## src/hdl/drsq_pkg.sv

```systemverilog
// Purpose: shared constants for the dual reset power sequencer
// Assumes: 50 MHz aclk, 32-bit AXI4-Lite register bus
// Notes:   register offsets are byte addresses on the bus
package drsq_pkg;
  // =====================================================
  // clock and timing
  localparam int unsigned CLK_FREQ_HZ    = 50_000_000;  // aclk rate
  localparam int unsigned MS_PER_SEC     = 1000;        // ms in one second
  localparam int unsigned CYC_PER_MS_DEF = CLK_FREQ_HZ / MS_PER_SEC;
  localparam logic [7:0]  PLL_MS_RST     = 8'h04;       // 4 ms start-up default
  // =====================================================
  // register byte offsets
  localparam logic [7:0]  OFS_CLK_CTRL   = 8'h00;       // start-up timer, ms
  localparam logic [7:0]  OFS_MISC3      = 8'h04;       // refresh enable
  localparam logic [7:0]  OFS_GP_CTRL    = 8'h08;       // gp pin presets
  localparam logic [7:0]  OFS_STATUS     = 8'h0c;       // read-only state
  // =====================================================
  // field positions and reset values
  localparam int unsigned REFRESH_BIT    = 2;           // micro power refresh
  localparam int unsigned GPA_RUN_BIT    = 0;           // pin a in run
  localparam int unsigned GPB_RUN_BIT    = 1;           // pin b in run
  localparam int unsigned GPA_OFF_BIT    = 2;           // pin a in power off
  localparam int unsigned GPB_OFF_BIT    = 3;           // pin b in power off
  localparam logic [3:0]  GP_CTRL_RST    = 4'h0;        // all pins low
  localparam logic [1:0]  RESP_OKAY      = 2'h0;        // axi okay
  localparam logic [1:0]  RESP_SLVERR    = 2'h2;        // axi slave error
  // sequencer states
  typedef enum logic [1:0] {
    DRSQ_HOLD,                                          // an input asserted
    DRSQ_COUNT,                                         // start-up timer runs
    DRSQ_RUN,                                           // normal operation
    DRSQ_MPOFF                                          // micro power off
  } drsq_state_t;
endpackage : drsq_pkg

```

## src/hdl/drsq_top.sv

```systemverilog
// Purpose: reset sequencing for cold boot, warm reset and micro power off
// Assumes: reset inputs are active low pins from outside the aclk domain
// Notes:   aresetn stands for core supply presence
`timescale 1ns/1ps
module drsq_top import drsq_pkg::*; #(
  parameter int unsigned CYC_PER_MS = CYC_PER_MS_DEF    // cycles per ms
) (
  // clock and reset
  input  wire logic        aclk,
  input  wire logic        aresetn,
  // reset and supply pins
  input  wire logic        master_reset_in_n,
  input  wire logic        io_power_good_reset_in_n,
  input  wire logic        system_io_supply,
  // sequencer outputs
  output logic             system_reset_drive_out,
  output logic             pll_gate_off,
  output logic             cpu_hold,
  output logic             io_pulldown_en,
  output logic             rtc_reset,
  output logic             programmable_gp_pin_a,
  output logic             programmable_gp_pin_b,
  output logic             refresh_en,
  // axi4-lite write address and data
  input  wire logic [7:0]  s_axi_awaddr,
  input  wire logic        s_axi_awvalid,
  output logic             s_axi_awready,
  input  wire logic [31:0] s_axi_wdata,
  input  wire logic [3:0]  s_axi_wstrb,
  input  wire logic        s_axi_wvalid,
  output logic             s_axi_wready,
  // axi4-lite write response
  output logic [1:0]       s_axi_bresp,
  output logic             s_axi_bvalid,
  input  wire logic        s_axi_bready,
  // axi4-lite read
  input  wire logic [7:0]  s_axi_araddr,
  input  wire logic        s_axi_arvalid,
  output logic             s_axi_arready,
  output logic [31:0]      s_axi_rdata,
  output logic [1:0]       s_axi_rresp,
  output logic             s_axi_rvalid,
  input  wire logic        s_axi_rready
);
  // =====================================================
  // input synchronisers
  logic [2:0]  s1_q, s2_q, s3_q;                        // three-flop chain
  logic [2:0]  sync_q;                                  // filtered levels
  logic        m_s, io_s, system_io_supply_s;                       // high = released, or supply present

  // sample pins; level accepted once stages two and three agree
  always_ff @(posedge aclk) begin
    if (!aresetn) begin
      s1_q   <= 3'h0;
      s2_q   <= 3'h0;
      s3_q   <= 3'h0;
      sync_q <= 3'h0;
    end else begin
      s1_q <= {system_io_supply, io_power_good_reset_in_n, master_reset_in_n};
      s2_q <= s1_q;
      s3_q <= s2_q;
      for (int i = 0; i < 3; i++) begin
        if (s2_q[i] == s3_q[i]) begin
          sync_q[i] <= s3_q[i];
        end
      end
    end
  end
  assign m_s    = sync_q[0];
  assign io_s   = sync_q[1];
  assign system_io_supply_s = sync_q[2];

  // =====================================================
  // configuration registers
  logic [7:0]  timer_ms_q;                              // pll start-up, ms
  logic        refresh_q;                               // power off refresh
  logic [3:0]  gp_ctrl_q;                               // gp run/off values
  logic        wr_fire;                                 // write commits now
  logic [7:0]  wr_addr_q;                               // latched address
  logic [31:0] wr_data_q;                               // latched data
  logic [3:0]  wr_strb_q;                               // latched strobes

  // master reset restores defaults; power-good leaves them alone
  always_ff @(posedge aclk) begin
    if (!aresetn || !m_s) begin
      timer_ms_q <= PLL_MS_RST;
      refresh_q  <= 1'b0;
      gp_ctrl_q  <= GP_CTRL_RST;
    end else if (wr_fire && wr_strb_q[0]) begin
      case (wr_addr_q)
        OFS_CLK_CTRL: timer_ms_q <= wr_data_q[7:0];
        OFS_MISC3:    refresh_q  <= wr_data_q[REFRESH_BIT];
        OFS_GP_CTRL:  gp_ctrl_q  <= wr_data_q[3:0];
        default:      ;                                 // no storage
      endcase
    end
  end

  // =====================================================
  // ms tick divider and start-up countdown
  logic [15:0] div_q;                                   // cycles within ms
  logic        ms_tick;                                 // one-cycle enable
  logic [7:0]  ms_left_q;                               // ms still to wait
  drsq_state_t state_q, state_d;                        // sequencer state
  logic        load;                                    // countdown start

  assign ms_tick = (div_q == 16'(CYC_PER_MS - 1));
  assign load    = (state_q != DRSQ_COUNT) && (state_d == DRSQ_COUNT);

  // divider restarts with every countdown so each ms is whole
  always_ff @(posedge aclk) begin
    if (!aresetn || load || ms_tick) begin
      div_q <= 16'h0000;
    end else begin
      div_q <= div_q + 16'h0001;
    end
  end

  // countdown loads the held timer value at release, or 1 when it is zero
  always_ff @(posedge aclk) begin
    if (!aresetn) begin
      ms_left_q <= PLL_MS_RST;
    end else if (load) begin
      ms_left_q <= (timer_ms_q == 8'h00) ? 8'h01 : timer_ms_q;
    end else if (state_q == DRSQ_COUNT && ms_tick && ms_left_q != 8'h00) begin
      ms_left_q <= ms_left_q - 8'h01;
    end
  end

  // =====================================================
  // sequencer
  // next state from synced inputs; master reset always wins
  always_comb begin
    state_d = state_q;
    case (state_q)
      DRSQ_HOLD: begin
        if (m_s && io_s) begin
          state_d = DRSQ_COUNT;
        end
      end
      DRSQ_COUNT: begin
        if (!m_s || !io_s) begin
          state_d = DRSQ_HOLD;
        end else if (ms_left_q == 8'h00) begin
          state_d = DRSQ_RUN;
        end
      end
      DRSQ_RUN: begin
        if (!m_s) begin
          state_d = DRSQ_HOLD;
        end else if (!io_s) begin
          state_d = DRSQ_MPOFF;
        end
      end
      DRSQ_MPOFF: begin
        if (!m_s) begin
          state_d = DRSQ_HOLD;
        end else if (io_s) begin
          state_d = DRSQ_COUNT;
        end
      end
      default: state_d = DRSQ_HOLD;
    endcase
  end

  // cold boot starts in hold; no path reaches power off before run
  always_ff @(posedge aclk) begin
    if (!aresetn) begin
      state_q <= DRSQ_HOLD;
    end else begin
      state_q <= state_d;
    end
  end

  // =====================================================
  // registered outputs
  logic        in_rst_d;                                // reset next cycle

  assign in_rst_d = (state_d != DRSQ_RUN);

  // reset, pll gate and cpu hold move together
  always_ff @(posedge aclk) begin
    if (!aresetn) begin
      system_reset_drive_out <= 1'b1;
      pll_gate_off           <= 1'b1;
      cpu_hold               <= 1'b1;
    end else begin
      system_reset_drive_out <= in_rst_d;
      pll_gate_off           <= in_rst_d;
      cpu_hold               <= in_rst_d;
    end
  end

  // pull-down term decoded from the two synced inputs
  always_ff @(posedge aclk) begin
    if (!aresetn) begin
      io_pulldown_en <= 1'b1;
    end else begin
      io_pulldown_en <= !(m_s && io_s);
    end
  end

  // rtc reset follows master reset only
  always_ff @(posedge aclk) begin
    if (!aresetn) begin
      rtc_reset <= 1'b1;
    end else begin
      rtc_reset <= !m_s;
    end
  end

  // gp pins take their power off preset while in power off
  always_ff @(posedge aclk) begin
    if (!aresetn) begin
      programmable_gp_pin_a <= 1'b0;
      programmable_gp_pin_b <= 1'b0;
      refresh_en            <= 1'b0;
    end else if (state_q == DRSQ_MPOFF) begin
      programmable_gp_pin_a <= gp_ctrl_q[GPA_OFF_BIT];
      programmable_gp_pin_b <= gp_ctrl_q[GPB_OFF_BIT];
      refresh_en            <= refresh_q;
    end else begin
      programmable_gp_pin_a <= gp_ctrl_q[GPA_RUN_BIT];
      programmable_gp_pin_b <= gp_ctrl_q[GPB_RUN_BIT];
      refresh_en            <= 1'b0;
    end
  end

  // =====================================================
  // axi4-lite slave
  logic        aw_have_q, w_have_q;                     // halves captured

  // address and data captured in either order
  always_ff @(posedge aclk) begin
    if (!aresetn) begin
      aw_have_q <= 1'b0;
      w_have_q  <= 1'b0;
      wr_addr_q <= 8'h00;
      wr_data_q <= 32'h0000_0000;
      wr_strb_q <= 4'h0;
    end else if (wr_fire) begin
      aw_have_q <= 1'b0;
      w_have_q  <= 1'b0;
    end else begin
      if (s_axi_awvalid && s_axi_awready) begin
        aw_have_q <= 1'b1;
        wr_addr_q <= {s_axi_awaddr[7:2], 2'b00};
      end
      if (s_axi_wvalid && s_axi_wready) begin
        w_have_q  <= 1'b1;
        wr_data_q <= s_axi_wdata;
        wr_strb_q <= s_axi_wstrb;
      end
    end
  end
  assign wr_fire       = aw_have_q && w_have_q && !s_axi_bvalid;
  assign s_axi_awready = !aw_have_q && !s_axi_bvalid;
  assign s_axi_wready  = !w_have_q && !s_axi_bvalid;

  // write response one cycle after commit
  always_ff @(posedge aclk) begin
    if (!aresetn) begin
      s_axi_bvalid <= 1'b0;
      s_axi_bresp  <= RESP_OKAY;
    end else if (wr_fire) begin
      s_axi_bvalid <= 1'b1;
      s_axi_bresp  <= (wr_addr_q == OFS_CLK_CTRL || wr_addr_q == OFS_MISC3 ||
                       wr_addr_q == OFS_GP_CTRL) ? RESP_OKAY : RESP_SLVERR;
    end else if (s_axi_bready) begin
      s_axi_bvalid <= 1'b0;
    end
  end

  // read data one cycle after the address is taken
  assign s_axi_arready = !s_axi_rvalid;
  always_ff @(posedge aclk) begin
    if (!aresetn) begin
      s_axi_rvalid <= 1'b0;
      s_axi_rdata  <= 32'h0000_0000;
      s_axi_rresp  <= RESP_OKAY;
    end else if (s_axi_arvalid && s_axi_arready) begin
      s_axi_rvalid <= 1'b1;
      s_axi_rresp  <= RESP_OKAY;
      case ({s_axi_araddr[7:2], 2'b00})
        OFS_CLK_CTRL: s_axi_rdata <= {24'h000000, timer_ms_q};
        OFS_MISC3:    s_axi_rdata <= 32'(refresh_q) << REFRESH_BIT;
        OFS_GP_CTRL:  s_axi_rdata <= {28'h0000000, gp_ctrl_q};
        OFS_STATUS:   s_axi_rdata <= {16'h0000, ms_left_q, 1'b0,
                                      io_pulldown_en, system_reset_drive_out,
                                      system_io_supply_s, io_s, m_s, 2'(state_q)};
        default: begin
          s_axi_rdata <= 32'h0000_0000;                 // unmapped
          s_axi_rresp <= RESP_SLVERR;
        end
      endcase
    end else if (s_axi_rready) begin
      s_axi_rvalid <= 1'b0;
    end
  end
endmodule : drsq_top

```

## config.mk

```make
export PLATFORM = sky130hd
export DESIGN_NAME = drsq_top
export DESIGN_NICKNAME = d
export VERILOG_FILES = /design/src/hdl/drsq_pkg.sv /design/src/hdl/drsq_top.sv
export SDC_FILE = /design/constraint.sdc
export NUM_CORES = 1
export LEC_CHECK = 0
export BUFFER_PORTS_ARGS = -buffer_cell sky130_fd_sc_hd__buf_2
export CAP_MARGIN = 10
export CELL_PAD_IN_SITES_DETAIL_PLACEMENT = 0
export CELL_PAD_IN_SITES_GLOBAL_PLACEMENT = 1
export CORE_MARGIN = 4
export CORE_UTILIZATION = 40
export CTS_CLUSTER_SIZE = 25
export DETAILED_ROUTE_END_ITERATION = 6
export PLACE_DENSITY = 0.8
export SLEW_MARGIN = 20
export SYNTH_ARGS = -nofsm -noshare
export SYNTH_HDL_FRONTEND = slang
export SYNTH_SLANG_ARGS = --single-unit
export TNS_END_PERCENT = 10
```

## constraint.sdc

```tcl
create_clock -name aclk -period 2.68 [get_ports aclk]
set_input_delay 0 -clock aclk [delete_from_list [all_inputs] [get_ports aclk]]
set_output_delay 0 -clock aclk [all_outputs]
set_load 0.01 [all_outputs]
```

==> results of run 1 <==
## kinds of logic after synthesis
kind of cell,after synthesis,synth area share
mux,21,0.0556
flops,94,0.470
other cells,1,0.000936
buf+inv,51,0.0674
compound gates,67,0.110
fa+ha+maj,3,0.00937
simple gates,198,0.255
xor+xnor,15,0.0328
## power groups by stage
stage               registers, mW  clock network (mW)  logic (mW)
detailed placement           1.49                   0       0.168
CTS                          1.45                1.06       0.192
global route                 1.46                1.11       0.215
finish                       1.45                1.04       0.190
floorplan                    1.48                   0       0.134
global placement             1.49                   0       0.165
## final cells by class
class,count,area [sq um],area share
clock inverter,6,83.8,0.0175
sequential,94,1880,0.393
tap,133,166,0.0348
clock buffer,10,138,0.0288
multi-input combinational,322,1920,0.401
timing repair buffer,88,561,0.117
inverter,9,33.8,0.00706
## cells in the final DEF (no fill, tap or decap), types with 6 or more instances in the layout
master,netlist,final
sky130_fd_sc_hd__a21oi_1,24,24
sky130_fd_sc_hd__a22oi_1,13,13
sky130_fd_sc_hd__and2_1,11,11
sky130_fd_sc_hd__buf_2,3,61
sky130_fd_sc_hd__buf_4,20,6
sky130_fd_sc_hd__clkbuf_8,0,10
sky130_fd_sc_hd__conb_1,1,18
sky130_fd_sc_hd__dfxtp_1,94,94
sky130_fd_sc_hd__dlygate4sd3_1,0,21
sky130_fd_sc_hd__inv_1,8,8
sky130_fd_sc_hd__mux2i_1,20,20
sky130_fd_sc_hd__nand2_1,40,40
sky130_fd_sc_hd__nand2b_1,6,6
sky130_fd_sc_hd__nand3_1,19,19
sky130_fd_sc_hd__nand4_1,6,6
sky130_fd_sc_hd__nor2_1,63,63
sky130_fd_sc_hd__nor3_1,9,9
sky130_fd_sc_hd__nor4_1,7,7
sky130_fd_sc_hd__o21ai_0,9,9
sky130_fd_sc_hd__or4_1,8,8
sky130_fd_sc_hd__xnor2_1,14,14
## critical path: cells and delay by family (launching register included)
family	cells	cell delay, ns
simple gates	3	1.02
flops	1	0.58
xor+xnor	1	0.26
## how the worst max path moves through the flow
stage | start | to | slack, ns | cells past startpoint
2_1_floorplan | wr_addr_q[4]$_SDFFE_PN0P_ | timer_ms_q[0]$_SDFFE_PP0P_ | 0.88 | 4
3_3_place_gp | wr_addr_q[4]$_SDFFE_PN0P_ | timer_ms_q[3]$_SDFFE_PP0P_ | 0.72 | 4
3_5_place_dp | wr_addr_q[4]$_SDFFE_PN0P_ | timer_ms_q[6]$_SDFFE_PP0P_ | 0.70 | 4
4_1_cts | wr_addr_q[4]$_SDFFE_PN0P_ | timer_ms_q[5]$_SDFFE_PP0P_ | 0.70 | 4
5_1_grt | state_q[1]$_SDFF_PN0_ | div_q[4]$_SDFF_PP0_ | 0.45 | 4
6_report | state_q[1]$_SDFF_PN0_ | div_q[15]$_SDFF_PP0_ | 0.69 | 4
## per-stage QoR
step	total power, mW	hold WS, ns	std cells	util	cell area, sq um
after global routing	2.79	0.0719	662	0.489	4780
after floorplan	1.62	0.127	467	-	4070
final	2.69	0.0309	662	0.489	4780
after detailed placement	1.65	0.209	625	0.445	4350
after global placement	1.65	0.209	625	0.445	4350
after CTS	2.71	0.0190	662	0.489	4780
## layer usage
layer	vias to the layer above	global-route usage	wire, um
met1	1549	0.211	4160
met2	77	0.261	4130
met5	-	0	0
met4	0	0.0640	149
li1	1691	-	-
met3	10	0.0376	479
## state kept, by name (all words and copies together), names as in the netlist, 2 cells and up
register and flops:
div_q 16, s_axi_rdata 16, ms_left_q 8, timer_ms_q 8, wr_data_q 8, wr_addr_q 6
gp_ctrl_q 4, s1_q 3, s2_q 3, s3_q 3, sync_q 3, state_q 2
## repair_timing
item	4_1_cts	5_1_grt
endpoints found under the setup margin	0	0
resized for setup	0	0
hold buffers	21	0
hold endpoints to repair	21	0
buffers inserted	0	0
==> summary.txt, run 1 <==
HP Start -> s_axi_araddr[2]
Die Footprint -> 11700 sq um
Clock power share -> 0.388
RSZ-0062 raised after global routing -> no
Net count of the finished layout -> 589
Clock insertion delay at the later pin of the skew report -> 0.37 ns
Relative area change from synthesis to final layout -> 19.4%
Worst slack after detailed placement -> 0.703 ns
Cell-by-cell trace of the critical path -> xnor2_1, nand2_1, nand3_1, nor2_1
Count of flip-flops with a built-in enable after synthesis -> 0
Final WS setup -> 0.695 ns
Part of the power in registers -> 0.541
Hold path endpoint -> s_axi_rdata[0]$_SDFFE_PN0P_
Post-synthesis cell count -> 450
First-pass iteration count of the detailed router -> 4
Least-Margin Pin Slew -> 0.720 ns
Weighted congestion at the end of routability-driven global placement -> 0.814
Worst reg2reg setup slack -> 0.69 ns
Worst min path class -> in -> reg
Average wire length per cell after detail routing -> 13.5 um
Setup TNS -> 0 ns
Remaining max-slew budget at the tightest pin -> 0.517
Highest attainable clock frequency -> 504 MHz
Port Buffer Count -> 61
Via-to-Cell Ratio -> 5.03
Number of setup violations in the final report -> 0
Leakage power -> 1.79 nW
Clock Skew -> 0.0126 ns
Max-slew violation total from the final report -> 0
Combined area of all synthesized cells -> 4010 sq um
Remaining global-route overflow -> 0
Dpl hpwl -> 6.29 mm
Crit start category -> flip-flop
Share of Yosys cell area claimed by the top area cell type -> 0.470
TritonCTS clock tree -> yes
Cell with the most instances after synthesis -> sky130_fd_sc_hd__dfxtp_1
Critical setup path kind -> reg -> reg
CTS clk-pin slew, worst paths -> 0.09 ns
Count of endpoints failing hold in the final timing report -> 0
Data required time of the critical path -> 2.92 ns
Hold Path Depth -> 3
Startpoint of the most critical register-to-register path -> state_q[1]$_SDFF_PN0_
Worst flop-to-flop path endpoint -> div_q[15]$_SDFF_PP0_
Largest fanout on the critical path -> 16
CTS buffer count -> 9
CTS Root Buffer Type -> sky130_fd_sc_hd__clkbuf_8
Initial standard-cell utilization of the core -> 0.410
Die width -> 108 um
Net Sw Power -> 0.624 mW
Leading post-synthesis cells by cell area -> sky130_fd_sc_hd__dfxtp_1 47%, sky130_fd_sc_hd__nor2_1 5.9%, sky130_fd_sc_hd__mux2i_1 5.0%, sky130_fd_sc_hd__buf_4 3.7%, sky130_fd_sc_hd__nand2_1 3.7%
Vias in the first global route -> 3192
H-tree depth -> 3
Ratio of cells with drive above 1 in the final layout -> 0.174
Number of antenna violations at the first check in global routing -> 0
Number of standard-cell rows in the floorplan -> 36
Number of design rule violations left after detail routing -> 0
Cell at the slowest stage of the critical path -> sky130_fd_sc_hd__dfxtp_1
Largest area contributor in the netlist -> sky130_fd_sc_hd__dfxtp_1
Maximum number of pins on one net before global-route repair -> 31
Internal Pwr Total -> 2.06 mW
Largest incremental delay on the critical path -> 0.58 ns
Most common library cells after synthesis -> 94 x sky130_fd_sc_hd__dfxtp_1, 63 x sky130_fd_sc_hd__nor2_1, 40 x sky130_fd_sc_hd__nand2_1, 24 x sky130_fd_sc_hd__a21oi_1
First-pass GRT wire length -> 15.2 mm
Kind of capture point of the worst setup path -> flip-flop
Seq cells post-synth -> 94
Post-synthesis average cell area -> 8.91 sq um
Combinational power share -> 0.071
Share of synthesized registers carrying an async set or reset -> 0
Number of DRC markers after the initial detailed-route iteration -> 115
Sequential share of the synthesized area -> 0.470
Count of different cell masters after synthesis -> 49
Count of warnings emitted by yosys -> 0
Die outline height -> 108 um
Worst-case vdd ir drop -> 0.000204 V
Top flip-flop cell by instance count after synthesis -> sky130_fd_sc_hd__dfxtp_1
Clock period minus worst slack -> 1.99 ns
Fillers -> 964
Fin crit share -> 0.741
Overall routed net length -> 8.91 mm
Data arrival at the endpoint of the critical path -> 2.23 ns
Cells on worst reg2reg path -> 4
Area of the core -> 9770 sq um
Largest buffer count on any clock path -> 2
Overall Global Routing Usage -> 0.162
Total number of vias -> 3327
Status -> complete, no violations
Antenna fix cells -> 0
Ratio of total power to cell area -> 562 nW/um^2
Switching share of total power -> 0.232
I/O pin count -> 111
Clock tree sinks -> 94
Remaining number of nets flagged by the antenna check after routing -> 0
Number of violations of the max-capacitance limit -> 0
No activity file was read; power rests on OpenSTA's default activity.
==> run 2: changes to the inputs <==
- CORE_UTILIZATION: 40 -> 38
- PLACE_DENSITY: 0.8 -> 0.77
- clock period: 2.68 -> 1.9 ns (I/O delays scaled with it)
==> run 2 against run 1 <==
  * Cell count increased by 5.0%
  * Combinational power increased by 53%
  * Largest cell class unchanged
  * Critical path type unchanged
  * Highest routed layer unchanged
  * Critical path depth increased by 1
  * Via count increased by 4.1%
  * First-iteration DRC count increased by 97%
  * Sequential share of layout area decreased by 2.4 points
  * Global-route usage decreased by 0.47 points
==> summary.txt, run 2 (synthesized netlist as in run 1, its figures left out) <==
Status -> complete, no violations
Antenna fix cells -> 0
Fillers -> 997
H-tree depth -> 3
Die Footprint -> 12300 sq um
Area of the core -> 10300 sq um
TritonCTS clock tree -> yes
Number of design rule violations left after detail routing -> 0
Hold slack final -> 0.0425 ns
CTS buffer count -> 9
Fin crit share -> 0.957
Remaining global-route overflow -> 0
Clock insertion delay at the later pin of the skew report -> 0.36 ns
Clock period minus worst slack -> 1.82 ns
Final WS setup -> 0.0820 ns
Number of setup violations in the final report -> 0
Worst min path class -> in -> reg
Critical setup path kind -> reg -> reg
Ratio of total power to cell area -> 799 nW/um^2
Data required time of the critical path -> 2.17 ns
Part of the power in registers -> 0.503
Total number of vias -> 3462
Number of antenna violations at the first check in global routing -> 0
Die width -> 111 um
Remaining number of nets flagged by the antenna check after routing -> 0
Internal Pwr Total -> 3.19 mW
I/O pin count -> 111
RSZ-0062 raised after global routing -> no
Ratio of cells with drive above 1 in the final layout -> 0.224
Number of standard-cell rows in the floorplan -> 37
Crit start category -> flip-flop
Via-to-Cell Ratio -> 4.98
Largest buffer count on any clock path -> 2
Number of DRC markers after the initial detailed-route iteration -> 226
CTS clk-pin slew, worst paths -> 0.09 ns
Buffers inserted by post-CTS timing repair -> 0
Leakage power -> 1.97 nW
Count of endpoints failing hold in the final timing report -> 0
Initial standard-cell utilization of the core -> 0.390
Worst-case vdd ir drop -> 0.000385 V
First-pass iteration count of the detailed router -> 4
Switching share of total power -> 0.217
Commonest cells after routing, fill and taps aside -> 94 x sky130_fd_sc_hd__dfxtp_1, 63 x sky130_fd_sc_hd__nor2_1, 61 x sky130_fd_sc_hd__buf_2
Combinational power share -> 0.071
Data arrival at the endpoint of the critical path -> 2.09 ns
Overall Global Routing Usage -> 0.157
Vias in the first global route -> 3320
Multi-input combinational cell area -> 1930 sq um
Area of all sequential standard cells -> 1880 sq um
Overall routed net length -> 9.57 mm
Leading registers by flop count -> div_q: 16 flops, s_axi_rdata: 16 flops
Average wire length per cell after detail routing -> 13.8 um
Kind of capture point of the worst setup path -> flip-flop
Largest fanout on the critical path -> 6
Highest attainable clock frequency -> 550 MHz
Maximum number of pins on one net before global-route repair -> 26
Clock tree sinks -> 94
Die outline height -> 111 um
Worst slack after detailed placement -> -0.0413 ns
First-pass GRT wire length -> 16.0 mm
CTS Root Buffer Type -> sky130_fd_sc_hd__clkbuf_8
Clock Skew -> 0.00888 ns
Weighted congestion at the end of routability-driven global placement -> 0.883
Net count of the finished layout -> 619
Most common cell after layout, fill and taps aside -> sky130_fd_sc_hd__dfxtp_1
Dpl hpwl -> 6.92 mm
Relative area change from synthesis to final layout -> 27.2%
Max-slew violation total from the final report -> 0
Port Buffer Count -> 61
Net Sw Power -> 0.886 mW
Number of violations of the max-capacitance limit -> 0
Clock power share -> 0.426
-- run 2: changes by cell type in the layout (fill, tap and decap cells not counted), sizes merged --
cell      previous run  this run
buf                 67        97
bufinv               2         4
clkinv               3         1
clkinvlp             0         1
inv                 10         9
-- run 2: final timing paths --
check | start | to | cells after the start | slack [ns]
worst max-delay path | div_q[7]$_SDFF_PP0_ | ms_left_q[0]$_SDFFE_PN0P_ | 5 | 0.08
worst min-delay path | s_axi_araddr[2] | s_axi_rdata[0]$_SDFFE_PN0P_ | 3 | 0.04
worst max register to register | div_q[7]$_SDFF_PP0_ | ms_left_q[0]$_SDFFE_PN0P_ | 5 | 0.08
worst min register to register | s1_q[1]$_SDFF_PN0_ | s2_q[1]$_SDFF_PN0_ | 1 | 0.44
-- run 2: power groups by stage --
| stage | clock network (mW) | logic (mW) | registers [mW] |
|---|---|---|---|
| floorplan | 0 | 0.189 | 2.09 |
| global placement | 0 | 0.250 | 2.09 |
| detailed placement | 0 | 0.256 | 2.10 |
| CTS | 1.78 | 0.289 | 2.05 |
| global route | 1.86 | 0.323 | 2.06 |
| finish | 1.73 | 0.290 | 2.05 |
-- run 2: cell type report --
class                           instances  share of cell area
Clock inverter                          6              0.0260
Clock buffer                           10              0.0270
Multi-Input combinational cell        322               0.379
Sequential cell                        94               0.369
Timing Repair Buffer                  118               0.159
Tap cell                              136              0.0334
Inverter                                9             0.00663
-- run 2: timing repair --
| item | CTS | global route |
|---|---|---|
| cloned | 0 | 0 |
| setup endpoints to repair | 1 | 4 |
| hold endpoints to repair | 21 | 0 |
| hold buffers | 21 | 0 |
| resized for setup | 1 | 4 |
-- run 2: metrics by stage --
step | cell area (sq um) | setup TNS [ns] | instances | power (mW) | util
floorplan | 4070 | 0 | 467 | 2.28 | -
global placement | 4610 | 0 | 658 | 2.34 | 0.448
detailed placement | 4610 | -0.0413 | 658 | 2.35 | 0.448
CTS | 5090 | 0 | 695 | 4.12 | 0.495
global route | 5100 | 0 | 695 | 4.23 | 0.496
finish | 5100 | 0 | 695 | 4.07 | 0.496
-- run 2: metal layers --
layer,vias to the layer above,wire length [um],global-route usage
met4,0,136,0.0550
met2,98,4400,0.251
met3,13,482,0.0404
li1,1755,-,-
met1,1596,4550,0.207
met5,-,0,0
-- run 2: worst max-delay path, stage by stage (launching register included) --
cell	delay, ns
sky130_fd_sc_hd__dfxtp_1	0.33
sky130_fd_sc_hd__buf_4	0.16
sky130_fd_sc_hd__nor4b_1	0.29
sky130_fd_sc_hd__nand4_1	0.26
sky130_fd_sc_hd__or3_1	0.41
sky130_fd_sc_hd__a311oi_1	0.27
==> run 3: changes to the inputs <==
- CORE_ASPECT_RATIO: not set -> 0.8
==> run 3 against run 2 <==
  * Critical path depth rose by 1
  * Sequential share of layout area decreased by 0.42 points
  * First-iteration DRC count increased by 2.7%
  * Global-route usage grew 0.44 points
  * Setup slack better by 0.024 ns
  * Highest routed layer unchanged
==> summary.txt, run 3 (synthesized netlist as in run 1, its figures left out) <==
Status -> complete, no violations
Dpl hpwl -> 7.02 mm
Most Crowded Layer GR -> met2
Die width -> 123 um
Met1 usage -> 0.228
Crit start category -> flip-flop
Worst-case vdd ir drop -> 0.000414 V
Part of the power in registers -> 0.472
Data required time of the critical path -> 2.13 ns
Count of endpoints failing hold in the final timing report -> 0
Startpoint of the most critical register-to-register path -> div_q[0]$_SDFF_PP0_
Internal Pwr Total -> 3.46 mW
Worst reg2reg setup slack -> 0.11 ns
Antenna fix cells -> 0
Average wire length per cell after detail routing -> 13.6 um
Maximum number of pins on one net before global-route repair -> 19
Largest fanout on the critical path -> 8
Number of design rule violations left after detail routing -> 0
Data arrival at the endpoint of the critical path -> 2.02 ns
H-tree depth -> 3
First-pass GRT wire length -> 15.8 mm
Switching share of total power -> 0.206
HP Start -> aresetn
Setup TNS -> 0 ns
Number of standard-cell rows in the floorplan -> 33
CTS buffer count -> 9
Max-slew violation total from the final report -> 0
Net count of the finished layout -> 620
Commonest cells after routing, fill and taps aside -> 94 x sky130_fd_sc_hd__dfxtp_1, 63 x sky130_fd_sc_hd__nor2_1, 61 x sky130_fd_sc_hd__buf_2
Combinational power share -> 0.065
Critical setup path kind -> reg -> reg
Cell type group with the largest total delay on the critical path -> simple AND/OR/NAND/NOR gates
Area of the core -> 10300 sq um
Cells on worst reg2reg path -> 6
Least-Margin Pin Slew -> 0.670 ns
Worst min path class -> in -> reg
Worst flop-to-flop path endpoint -> ms_left_q[2]$_SDFFE_PN1P_
First-pass iteration count of the detailed router -> 5
Number of violations of the max-capacitance limit -> 0
Number of DRC markers after the initial detailed-route iteration -> 232
Via-to-Cell Ratio -> 5.02
Clock insertion delay at the later pin of the skew report -> 0.34 ns
Initial standard-cell utilization of the core -> 0.390
Overall Global Routing Usage -> 0.162
Clock tree sinks -> 94
Port Buffer Count -> 61
Cell at the slowest stage of the critical path -> sky130_fd_sc_hd__or4_1
Fin crit share -> 0.944
I/O pin count -> 111
Number of antenna violations at the first check in global routing -> 0
Leading registers by flop count -> div_q: 16 flops, s_axi_rdata: 16 flops
Die Footprint -> 12300 sq um
Cell-by-cell trace of the critical path -> ha_1, and3_1, nand4_1, buf_4, or4_1, o311a_1
RSZ-0062 raised after global routing -> no
Kind of capture point of the worst setup path -> flip-flop
Die outline height -> 99.9 um
Hold slack final -> 0.0376 ns
Worst path bufs/invs -> 1
CTS Root Buffer Type -> sky130_fd_sc_hd__clkbuf_16
Remaining max-slew budget at the tightest pin -> 0.549
Remaining global-route overflow -> 0
Weighted congestion at the end of routability-driven global placement -> 0.837
Most common cell after layout, fill and taps aside -> sky130_fd_sc_hd__dfxtp_1
Final design utilization -> 0.502
Ratio of total power to cell area -> 844 nW/um^2
Largest incremental delay on the critical path -> 0.50 ns
Clock power share -> 0.464
Remaining number of nets flagged by the antenna check after routing -> 0
Hold Path Depth -> 2
Largest buffer count on any clock path -> 2
Net Sw Power -> 0.895 mW
Final total power -> 4.35 mW
Relative area change from synthesis to final layout -> 28.7%
TritonCTS clock tree -> yes
Final WS setup -> 0.105 ns
Overall routed net length -> 9.52 mm
Number of setup violations in the final report -> 0
Clock period minus worst slack -> 1.79 ns
Vias in the first global route -> 3208
Worst slack after detailed placement -> 0.0436 ns
Clock Skew -> 0.00746 ns
Met3 Usage GRT -> 0.0389
Total number of vias -> 3507
Met2 demand-to-capacity share in global routing -> 0.244
Highest attainable clock frequency -> 557 MHz
CTS clk-pin slew, worst paths -> 0.06 ns
Ratio of cells with drive above 1 in the final layout -> 0.218
Hold path endpoint -> io_pulldown_en$_SDFF_PN1_
Leakage power -> 2.00 nW
## run 3: worst max-delay path by stage
stage	from	to	slack, ns	cells past startpoint
after global routing	div_q[9]$_SDFF_PP0_	ms_left_q[3]$_SDFFE_PN0P_	0.01	6
after global placement	ms_left_q[0]$_SDFFE_PN0P_	ms_left_q[0]$_SDFFE_PN0P_	0.11	6
after detailed placement	ms_left_q[0]$_SDFFE_PN0P_	ms_left_q[0]$_SDFFE_PN0P_	0.04	6
after CTS	ms_left_q[0]$_SDFFE_PN0P_	ms_left_q[0]$_SDFFE_PN0P_	0.02	6
final	div_q[0]$_SDFF_PP0_	ms_left_q[2]$_SDFFE_PN1P_	0.11	6
after floorplan	wr_addr_q[4]$_SDFFE_PN0P_	timer_ms_q[0]$_SDFFE_PP0P_	0.10	4
## run 3: area by class of cell
type	count	area, sq um
Fill cell	979	5120
Multi-Input combinational cell	322	1920
Sequential cell	94	1880
Timing Repair Buffer	119	806
Clock buffer	11	243
Tap cell	140	175
Clock inverter	4	95.1
Inverter	9	33.8
## run 3: power by group through the flow
stage / clock network, mW / logic (mW) / registers [mW]
6_report: 2.02 / 0.281 / 2.05
5_1_grt: 2.16 / 0.317 / 2.06
4_1_cts: 2.07 / 0.282 / 2.05
3_5_place_dp: 0 / 0.249 / 2.10
3_3_place_gp: 0 / 0.245 / 2.09
2_1_floorplan: 0 / 0.189 / 2.09
## run 3: metal layers
metal / up-vias / routed length, um / part of all wire
met1: 1631 / 4620 / 0.49
met5: - / 0 / 0
li1: 1762 / - / -
met3: 11 / 631 / 0.066
met4: 0 / 121 / 0.013
met2: 103 / 4140 / 0.44
## run 3: repair_timing
| action | CTS | global route |
|---|---|---|
| endpoints found under the hold margin | 21 | 0 |
| setup endpoints to repair | 0 | 2 |
| hold buffers | 21 | 0 |
| setup buffers | 0 | 1 |
| gates resized for setup | 0 | 2 |
## run 3: stage by stage
| step | cell area [sq um] | instances |
|---|---|---|
| floorplan | 4070 | 467 |
| global placement | 4600 | 662 |
| detailed placement | 4600 | 662 |
| CTS | 5150 | 698 |
| global route | 5160 | 699 |
| finish | 5160 | 699 |
